File: src/common/tmi_params.svh
// tmi_params.svh: offsets, masks, reset values and bit positions of the tv mcu i/o ports
// assumes: included by bare name from design files; definitions only
`ifndef TMI_PARAMS_SVH
`define TMI_PARAMS_SVH

`define TMI_ADDR_W       4
// register offsets on the plain register port
`define TMI_R_A_DATA     4'h0
`define TMI_R_A_DIR      4'h1
`define TMI_R_A_PULL     4'h2
`define TMI_R_B_DATA     4'h3
`define TMI_R_B_DIR      4'h4
`define TMI_R_B_PULL     4'h5
`define TMI_R_C_DATA     4'h6
`define TMI_R_C_DIR      4'h7
`define TMI_R_C_PULL     4'h8
`define TMI_R_A_PINS     4'h9
`define TMI_R_B_PINS     4'hA
`define TMI_R_C_PINS     4'hB
`define TMI_R_LATCH_CTL  4'hC
`define TMI_R_LATCH_STAT 4'hD
// line masks
`define TMI_ALL_LINES    8'hFF
`define TMI_NO_LINES     8'h00
`define TMI_A_OD_MASK    8'hF0
`define TMI_A_PULL_MASK  8'h0F
`define TMI_B_IMPL_MASK  8'h77
`define TMI_C_OD_MASK    8'hFF
`define TMI_C_PULL_MASK  8'h0F
`define TMI_LC_MASK      8'h0F
`define TMI_RST_BYTE     8'h00
// port c line numbers
`define TMI_C_SCL_BIT    0
`define TMI_C_SDA_BIT    1
`define TMI_C_SEL_BIT    3
`define TMI_C_PWR_BIT    4
`define TMI_C_RC_BIT     6
// latch control and status bits
`define TMI_LC_POL_PWR   0
`define TMI_LC_POL_RC    1
`define TMI_LC_EN_PWR    2
`define TMI_LC_EN_RC     3
`define TMI_LS_PWR       0
`define TMI_LS_RC        1

`endif

File: src/common/tmi_pkg.sv
// tmi_pkg: types shared by the tv mcu i/o port design
// assumes: compiled before every design file
package tmi_pkg;
  typedef logic [7:0] tmi_byte_t;
  typedef enum logic {TMI_EDGE_FALL, TMI_EDGE_RISE} tmi_edge_e;
endpackage

File: src/rtl/tmi_io_ports.sv
// tmi_io_ports: three general purpose i/o ports of a tv tuning mcu
// assumes: pins enter asynchronously; serial peripheral signals come from CLK_SYS logic
//
// Behaviour
// RULE_01 - each line is output, or input with or without pull-up, by direction bits
// RULE_02 - first port lines 4..7 are open-drain with no pull-up
// RULE_03 - first port lines 0..3 drive push-pull when outputs
// RULE_04 - second port has lines 0..2 and 4..6 only, each output or input with pull-up; the code gives an input its pull-up only while its pull bit is set
// RULE_05 - third port lines 0..3 only pull low or release in output mode
// RULE_06 - third port lines 4..7 are open-drain with no pull-up
// RULE_07 - third port lines 0,1,3 pull low if port value or serial signal is low
// RULE_08 - serial clock on line 0, data on line 1, bus select on line 3
// RULE_09 - third port lines 4 and 6 feed programmable edge latches raising interrupts
// RULE_10 - line 4 latch goes to power interrupt, line 6 latch to remote nmi
// RULE_11 - latch stays set until software clears it; polarity is software set
// RULE_12 - idle serial peripheral leaves the port value alone on shared lines
//
// Added by the designer: the placing of the registers and the plain strobed port.
`timescale 1ns/1ps
`include "tmi_params.svh"
module tmi_io_ports (
  input  wire logic                   CLK_SYS,
  input  wire logic                   RST,
  input  wire logic [`TMI_ADDR_W-1:0] REG_ADDR,
  input  wire logic [7:0]             REG_WDATA,
  input  wire logic                   REG_WR,
  input  wire logic                   REG_RD,
  output logic      [7:0]             REG_RDATA,
  input  wire logic [7:0]             FIRST_LINES_IN,
  output logic      [7:0]             FIRST_LINES_OUT,
  output logic      [7:0]             FIRST_LINES_OE,
  output logic      [7:0]             FIRST_LINES_PU,
  input  wire logic [7:0]             SECOND_LINES_IN,
  output logic      [7:0]             SECOND_LINES_OUT,
  output logic      [7:0]             SECOND_LINES_OE,
  output logic      [7:0]             SECOND_LINES_PU,
  input  wire logic [7:0]             THIRD_LINES_IN,
  output logic      [7:0]             THIRD_LINES_OUT,
  output logic      [7:0]             THIRD_LINES_OE,
  output logic      [7:0]             THIRD_LINES_PU,
  input  wire logic                   SER_ACTIVE,
  input  wire logic                   SER_SCL,
  input  wire logic                   SER_SDA,
  input  wire logic                   SER_BUS_SELECT,
  output logic                        PWR_IRQ,
  output logic                        REMOTE_NMI_IRQ
);
  // drive of one port: {pin level, output enable}; open-drain lines never drive high
  function automatic logic [15:0] port_drive(
    input tmi_pkg::tmi_byte_t data,
    input tmi_pkg::tmi_byte_t dir,
    input tmi_pkg::tmi_byte_t od_mask,
    input tmi_pkg::tmi_byte_t impl_mask
  );
    tmi_pkg::tmi_byte_t lvl;
    tmi_pkg::tmi_byte_t oe;
    lvl = data & ~od_mask & impl_mask;
    oe  = dir & impl_mask & (~od_mask | ~data);
    return {lvl, oe};
  endfunction

  // pull-up only on inputs that offer one
  function automatic tmi_pkg::tmi_byte_t port_pull(
    input tmi_pkg::tmi_byte_t dir,
    input tmi_pkg::tmi_byte_t pull,
    input tmi_pkg::tmi_byte_t pull_mask
  );
    return ~dir & pull & pull_mask;
  endfunction

  // software registers
  tmi_pkg::tmi_byte_t a_data_r, a_dir_r, a_pull_r;
  tmi_pkg::tmi_byte_t b_data_r, b_dir_r, b_pull_r;
  tmi_pkg::tmi_byte_t c_data_r, c_dir_r, c_pull_r;
  tmi_pkg::tmi_byte_t lctl_r, rdata_r;
  tmi_pkg::tmi_byte_t a_data_nxt, a_dir_nxt, a_pull_nxt;
  tmi_pkg::tmi_byte_t b_data_nxt, b_dir_nxt, b_pull_nxt;
  tmi_pkg::tmi_byte_t c_data_nxt, c_dir_nxt, c_pull_nxt;
  tmi_pkg::tmi_byte_t lctl_nxt, rdata_nxt;
  logic               clr_pwr, clr_rc;

  // pin side
  logic [23:0]        pins_sync;
  tmi_pkg::tmi_byte_t a_pins, b_pins, c_pins;
  tmi_pkg::tmi_byte_t c_value;
  logic               flag_pwr, flag_rc;
  logic [15:0]        a_drv, b_drv, c_drv;

  // registered outputs
  tmi_pkg::tmi_byte_t a_out_r, a_oe_r, a_pu_r;
  tmi_pkg::tmi_byte_t b_out_r, b_oe_r, b_pu_r;
  tmi_pkg::tmi_byte_t c_out_r, c_oe_r, c_pu_r;
  logic               pwr_irq_r, rc_irq_r;

  tmi_sync2 #(
    .WIDTH (24)
  ) u_sync (
    .clk  (CLK_SYS),
    .rst  (RST),
    .din  ({THIRD_LINES_IN, SECOND_LINES_IN, FIRST_LINES_IN}),
    .dout (pins_sync)
  );

  assign a_pins = pins_sync[7:0];
  assign b_pins = pins_sync[15:8] & `TMI_B_IMPL_MASK;
  assign c_pins = pins_sync[23:16];

  tmi_edge_latch u_latch_pwr (
    .clk   (CLK_SYS),
    .rst   (RST),
    .level (c_pins[`TMI_C_PWR_BIT]),
    .pol   (tmi_pkg::tmi_edge_e'(lctl_r[`TMI_LC_POL_PWR])),
    .clr   (clr_pwr),
    .flag  (flag_pwr)
  );

  tmi_edge_latch u_latch_rc (
    .clk   (CLK_SYS),
    .rst   (RST),
    .level (c_pins[`TMI_C_RC_BIT]),
    .pol   (tmi_pkg::tmi_edge_e'(lctl_r[`TMI_LC_POL_RC])),
    .clr   (clr_rc),
    .flag  (flag_rc)
  );

  // register file: writes, write-one-to-clear latches, read data for one cycle
  always_comb begin
    a_data_nxt = a_data_r;
    a_dir_nxt  = a_dir_r;
    a_pull_nxt = a_pull_r;
    b_data_nxt = b_data_r;
    b_dir_nxt  = b_dir_r;
    b_pull_nxt = b_pull_r;
    c_data_nxt = c_data_r;
    c_dir_nxt  = c_dir_r;
    c_pull_nxt = c_pull_r;
    lctl_nxt   = lctl_r;
    clr_pwr    = 1'b0;
    clr_rc     = 1'b0;
    rdata_nxt  = `TMI_RST_BYTE;
    if (REG_WR) begin
      case (REG_ADDR)
        `TMI_R_A_DATA:     a_data_nxt = REG_WDATA;
        `TMI_R_A_DIR:      a_dir_nxt  = REG_WDATA; // see RULE_01
        `TMI_R_A_PULL:     a_pull_nxt = REG_WDATA & `TMI_A_PULL_MASK; // see RULE_02
        `TMI_R_B_DATA:     b_data_nxt = REG_WDATA & `TMI_B_IMPL_MASK; // see RULE_04
        `TMI_R_B_DIR:      b_dir_nxt  = REG_WDATA & `TMI_B_IMPL_MASK; // see RULE_04
        `TMI_R_B_PULL:     b_pull_nxt = REG_WDATA & `TMI_B_IMPL_MASK; // see RULE_04
        `TMI_R_C_DATA:     c_data_nxt = REG_WDATA;
        `TMI_R_C_DIR:      c_dir_nxt  = REG_WDATA;
        `TMI_R_C_PULL:     c_pull_nxt = REG_WDATA & `TMI_C_PULL_MASK; // see RULE_06
        `TMI_R_LATCH_CTL:  lctl_nxt   = REG_WDATA & `TMI_LC_MASK; // see RULE_11
        `TMI_R_LATCH_STAT: begin
          clr_pwr = REG_WDATA[`TMI_LS_PWR]; // see RULE_11
          clr_rc  = REG_WDATA[`TMI_LS_RC];
        end
        default: begin
        end
      endcase
    end
    if (REG_RD) begin
      case (REG_ADDR)
        `TMI_R_A_DATA:     rdata_nxt = a_data_r;
        `TMI_R_A_DIR:      rdata_nxt = a_dir_r;
        `TMI_R_A_PULL:     rdata_nxt = a_pull_r;
        `TMI_R_B_DATA:     rdata_nxt = b_data_r;
        `TMI_R_B_DIR:      rdata_nxt = b_dir_r;
        `TMI_R_B_PULL:     rdata_nxt = b_pull_r;
        `TMI_R_C_DATA:     rdata_nxt = c_data_r;
        `TMI_R_C_DIR:      rdata_nxt = c_dir_r;
        `TMI_R_C_PULL:     rdata_nxt = c_pull_r;
        `TMI_R_A_PINS:     rdata_nxt = a_pins;
        `TMI_R_B_PINS:     rdata_nxt = b_pins;
        `TMI_R_C_PINS:     rdata_nxt = c_pins;
        `TMI_R_LATCH_CTL:  rdata_nxt = lctl_r;
        `TMI_R_LATCH_STAT: begin
          rdata_nxt = `TMI_RST_BYTE;
          rdata_nxt[`TMI_LS_PWR] = flag_pwr;
          rdata_nxt[`TMI_LS_RC]  = flag_rc;
        end
        default:           rdata_nxt = `TMI_RST_BYTE;
      endcase
    end
  end

  always_ff @(posedge CLK_SYS) begin
    if (RST) begin
      a_data_r <= `TMI_RST_BYTE;
      a_dir_r  <= `TMI_RST_BYTE;
      a_pull_r <= `TMI_RST_BYTE;
      b_data_r <= `TMI_RST_BYTE;
      b_dir_r  <= `TMI_RST_BYTE;
      b_pull_r <= `TMI_RST_BYTE;
      c_data_r <= `TMI_RST_BYTE;
      c_dir_r  <= `TMI_RST_BYTE;
      c_pull_r <= `TMI_RST_BYTE;
      lctl_r   <= `TMI_RST_BYTE;
      rdata_r  <= `TMI_RST_BYTE;
    end else begin
      a_data_r <= a_data_nxt;
      a_dir_r  <= a_dir_nxt;
      a_pull_r <= a_pull_nxt;
      b_data_r <= b_data_nxt;
      b_dir_r  <= b_dir_nxt;
      b_pull_r <= b_pull_nxt;
      c_data_r <= c_data_nxt;
      c_dir_r  <= c_dir_nxt;
      c_pull_r <= c_pull_nxt;
      lctl_r   <= lctl_nxt;
      rdata_r  <= rdata_nxt;
    end
  end

  // pin drive; the serial signals only take part while the peripheral is active
  always_comb begin
    c_value = c_data_r;
    if (SER_ACTIVE) begin // see RULE_12
      c_value[`TMI_C_SCL_BIT] = c_data_r[`TMI_C_SCL_BIT] & SER_SCL; // see RULE_07 RULE_08
      c_value[`TMI_C_SDA_BIT] = c_data_r[`TMI_C_SDA_BIT] & SER_SDA; // see RULE_07 RULE_08
      c_value[`TMI_C_SEL_BIT] = c_data_r[`TMI_C_SEL_BIT] & SER_BUS_SELECT; // see RULE_08
    end
    a_drv = port_drive(a_data_r, a_dir_r, `TMI_A_OD_MASK, `TMI_ALL_LINES); // see RULE_02 RULE_03
    b_drv = port_drive(b_data_r, b_dir_r, `TMI_NO_LINES, `TMI_B_IMPL_MASK); // see RULE_04
    c_drv = port_drive(c_value, c_dir_r, `TMI_C_OD_MASK, `TMI_ALL_LINES); // see RULE_05 RULE_07
  end

  always_ff @(posedge CLK_SYS) begin
    if (RST) begin
      a_out_r   <= `TMI_RST_BYTE;
      a_oe_r    <= `TMI_RST_BYTE;
      a_pu_r    <= `TMI_RST_BYTE;
      b_out_r   <= `TMI_RST_BYTE;
      b_oe_r    <= `TMI_RST_BYTE;
      b_pu_r    <= `TMI_RST_BYTE;
      c_out_r   <= `TMI_RST_BYTE;
      c_oe_r    <= `TMI_RST_BYTE;
      c_pu_r    <= `TMI_RST_BYTE;
      pwr_irq_r <= 1'b0;
      rc_irq_r  <= 1'b0;
    end else begin
      a_out_r   <= a_drv[15:8];
      a_oe_r    <= a_drv[7:0];
      a_pu_r    <= port_pull(a_dir_r, a_pull_r, `TMI_A_PULL_MASK); // see RULE_01 RULE_02
      b_out_r   <= b_drv[15:8];
      b_oe_r    <= b_drv[7:0];
      b_pu_r    <= port_pull(b_dir_r, b_pull_r, `TMI_B_IMPL_MASK); // see RULE_04
      c_out_r   <= c_drv[15:8];
      c_oe_r    <= c_drv[7:0];
      c_pu_r    <= port_pull(c_dir_r, c_pull_r, `TMI_C_PULL_MASK); // see RULE_06
      pwr_irq_r <= flag_pwr & lctl_r[`TMI_LC_EN_PWR]; // see RULE_09 RULE_10
      rc_irq_r  <= flag_rc & lctl_r[`TMI_LC_EN_RC]; // see RULE_10
    end
  end

  assign REG_RDATA        = rdata_r;
  assign FIRST_LINES_OUT  = a_out_r;
  assign FIRST_LINES_OE   = a_oe_r;
  assign FIRST_LINES_PU   = a_pu_r;
  assign SECOND_LINES_OUT = b_out_r;
  assign SECOND_LINES_OE  = b_oe_r;
  assign SECOND_LINES_PU  = b_pu_r;
  assign THIRD_LINES_OUT  = c_out_r;
  assign THIRD_LINES_OE   = c_oe_r;
  assign THIRD_LINES_PU   = c_pu_r;
  assign PWR_IRQ          = pwr_irq_r;
  assign REMOTE_NMI_IRQ   = rc_irq_r;
endmodule // tmi_io_ports

File: src/rtl/tmi_sync2.sv
// tmi_sync2: two flip-flop synchroniser for pin levels
// assumes: inputs are asynchronous to CLK_SYS; reset is synchronous
`timescale 1ns/1ps
module tmi_sync2 #(
  parameter int WIDTH = 24
) (
  input  wire logic             clk,
  input  wire logic             rst,
  input  wire logic [WIDTH-1:0] din,
  output logic      [WIDTH-1:0] dout
);
  logic [WIDTH-1:0] meta_r;
  logic [WIDTH-1:0] meta_nxt;
  logic [WIDTH-1:0] dout_nxt;

  always_comb begin
    meta_nxt = din;
    dout_nxt = meta_r;
  end

  // meta_r is read by the second stage only
  always_ff @(posedge clk) begin
    if (rst) begin
      meta_r <= '0;
      dout   <= '0;
    end else begin
      meta_r <= meta_nxt;
      dout   <= dout_nxt;
    end
  end
endmodule // tmi_sync2

File: src/rtl/tmi_edge_latch.sv
// tmi_edge_latch: sticky edge latch with selectable polarity
// assumes: level is already synchronised to clk; clr is a one-cycle pulse
`timescale 1ns/1ps
module tmi_edge_latch (
  input  wire logic              clk,
  input  wire logic              rst,
  input  wire logic              level,
  input  tmi_pkg::tmi_edge_e     pol,
  input  wire logic              clr,
  output logic                   flag
);
  logic [1:0] warm_r;
  logic [1:0] warm_nxt;
  logic prev_r;
  logic primed_r;
  logic flag_r;
  logic prev_nxt;
  logic primed_nxt;
  logic flag_nxt;
  logic hit;

  always_comb begin
    prev_nxt   = level;
    // the synchroniser shows its reset zero for two cycles; edges count only after that,
    // so a pin already high at reset release is no event
    warm_nxt   = {warm_r[0], 1'b1};
    primed_nxt = warm_r[1];
    if (pol == tmi_pkg::TMI_EDGE_RISE) begin
      hit = primed_r & level & ~prev_r; // see RULE_11
    end else begin
      hit = primed_r & ~level & prev_r; // see RULE_11
    end
    flag_nxt = hit | (flag_r & ~clr); // see RULE_09 RULE_11
  end

  always_ff @(posedge clk) begin
    if (rst) begin
      warm_r   <= 2'h0;
      prev_r   <= 1'b0;
      primed_r <= 1'b0;
      flag_r   <= 1'b0;
    end else begin
      warm_r   <= warm_nxt;
      prev_r   <= prev_nxt;
      primed_r <= primed_nxt;
      flag_r   <= flag_nxt;
    end
  end

  assign flag = flag_r;
endmodule // tmi_edge_latch

File: config.mk
export PLATFORM = sky130hd
export DESIGN_NAME = tmi_io_ports
export DESIGN_NICKNAME = d
export VERILOG_FILES = /design/src/common/tmi_pkg.sv /design/src/rtl/tmi_io_ports.sv /design/src/rtl/tmi_sync2.sv /design/src/rtl/tmi_edge_latch.sv
export VERILOG_INCLUDE_DIRS = /design/src /design/src/common
export SDC_FILE = /design/constraint.sdc
export NUM_CORES = 1
export LEC_CHECK = 0
export ABC_AREA = 1
export ABC_CLOCK_PERIOD_IN_PS = 1060
export BUFFER_PORTS_ARGS = -buffer_cell sky130_fd_sc_hd__buf_2
export CORE_MARGIN = 4
export CORE_UTILIZATION = 51
export CTS_BUF_LIST = sky130_fd_sc_hd__clkbuf_8
export DETAILED_ROUTE_END_ITERATION = 7
export GPL_ROUTABILITY_DRIVEN = 0
export PLACE_DENSITY = 0.78
export SYNTH_ARGS = -nofsm -noshare
export SYNTH_HDL_FRONTEND = slang
export SYNTH_HIERARCHICAL = 1
export SYNTH_SLANG_ARGS = --single-unit
File: constraint.sdc
create_clock -name CLK_SYS -period 1.06 [get_ports CLK_SYS]
set_input_delay 0.212 -clock CLK_SYS [delete_from_list [all_inputs] [get_ports CLK_SYS]]
set_output_delay 0.212 -clock CLK_SYS [all_outputs]
set_load 0.01 [all_outputs]
==> run metrics <==
Initial Utilization 0.521; Synth-to-Final Area Change 27.1%; IO Pins 126; largest fanout on the critical path 1; antenna cell count 0; placed cell area 7240 sq um; drt drc 0; worst-skew pair later-pin latency 0.46 ns; peak supply drop 0.889 mV; arrival time worst endpoint 0.92 ns; DIE AREA 14200 sq um; layout filler cell count 956; Worst Setup SP REG_RDATA[2]; Max Freq 0.881 GHz; WHS 0.0294 ns; die height 119 microns; max-cap viol count 0; Post-Route WL 15000 microns; Port-buffer cells 97; CP max stage delay 0.36 ns; setup violators final 56; clk slew on worst S/H paths 0.08 ns; # rows 40; Final Non-Filler Cells roughly 1200; CTS H-tree depth 4; CP cell instances buf_6; hold crit path type input pin to flip-flop; Final min period between 1 and 1.5 ns; result of the run finished, violations left; total CTS buffers 17; Worst EP required 0.85 ns; GRT Overall Usage 0.213; Crit. End Element output port; final period utilization 1.07; final antenna-violating net count 0; Finished Cell Area around 8000 sq um; placed insts 1107; grt total ovfl 0; Sink Count 172; CP max-delay cell dfxtp_2; mapped cell area ~6300 sq um; Post CTS Setup Buffer Count 0; first-pass GRT wire length 24000 microns; DRT iter0 DRCs a little over 500; critical path class flip-flop to output port; CTS tree yes; CTS Root Buffer Type clkbuf_8; hold path startpoint SER_ACTIVE; hpwl dp 10800 microns; Critical R2R Launch lctl_r[1]; core area 12100 sq um; clock buffer depth 2; post-synthesis cell count 806; endpoints failing hold 0; utilization after layout 0.662; failing checks negative setup slack; crit-path leading delay family flip-flops; number of global-route vias before repair 4976; initial antenna violation count 0; clock skew 0.0114 ns; Via Count 5449; Die W 119 microns; number of buffer and inverter stages on the critical path 1; largest net degree at the start of global routing 30; most common cell after layout, fill and taps aside dfxtp_1; Leak 3.72 nW; RSZ-0062 raised after global routing yes; syn avg cell area 7.80 sq um; Vias/cell 4.71; wire length per cell 12.9 microns; Power Density 1450 nW/um^2; nets about 1000; Final Max Slew Viols 0; CP Launch Type flip-flop; drt first pass iters 5; Ys Warns 6; share of layout cells above drive strength 1 0.237; fin worst setup slack -0.0747 ns; most frequent cells in the layout dfxtp_1, nand2_1, inv_1
## path summary, 6_finish.rpt
| kind | end | slack (ns) | cells after the start |
|---|---|---|---|
| setup / recovery | REG_RDATA[2] | -0.07 | 1 |
| hold / removal | THIRD_LINES_OE[0] | 0.03 | 3 |
| setup reg to reg | REG_RDATA[1] | 0.11 | 6 |
| hold reg to reg | u_latch_pwr/primed_r | 0.40 | 2 |
## sequential cells by signal (all words and copies together) (netlist names), 6 cells and up
name              count
c_data_r              8
b_data_r              6
a_dir_r               8
u_sync/dout          22
SECOND_LINES_OUT      6
a_data_r              8
u_sync/dout_nxt      22
SECOND_LINES_OE       6
THIRD_LINES_OE        8
FIRST_LINES_OE        8
b_pull_r              6
c_dir_r               8
REG_RDATA             8
b_dir_r               6
SECOND_LINES_PU       6
## cell type report
class / count / area (sq um) / area share
repair buffers: 189 / 1400 / 0.175
clock buffers: 18 / 248 / 0.0310
flip-flops and latches: 172 / 3470 / 0.435
inverters: 123 / 462 / 0.0578
clock inverters: 9 / 78.8 / 0.00987
multi-input cells: 478 / 2120 / 0.265
well taps: 168 / 210 / 0.0263
## report_power, final
part	internal, mW	switching, mW	leakage [nW]
clock network	1.82	2.16	0.161
logic	0.362	0.528	2.14
registers	6.62	0.0665	1.41
total	8.80	2.76	3.72
## layer usage
layer	share of wire	up-vias	track usage	wire [microns]
met5	0	-	0	0
li1	-	2807	-	-
met3	0.071	33	0.0551	1060
met2	0.48	213	0.348	7130
met4	0.026	0	0.0825	387
met1	0.43	2396	0.271	6380
## per-stage QoR
stage / setup WS [ns] / power, mW / setup TNS [ns]
6_report: -0.0747 / 11.6 / -2.26
5_1_grt: -0.116 / 12.0 / -4.90
4_1_cts: -0.0893 / 11.6 / -3.66
3_3_place_gp: -0.302 / 7.61 / -14.81
3_5_place_dp: -0.364 / 7.63 / -16.96
2_1_floorplan: 0.00105 / 7.33 / 0
## repair_timing
| action | 4_1_cts | 5_1_grt |
|---|---|---|
| hold endpoints to repair | 23 | 0 |
| gates resized for setup | 18 | 34 |
| endpoints found under the setup margin | 56 | 61 |
| hold buffers | 23 | 0 |
Note: power is estimated with default switching activity, not from simulation.
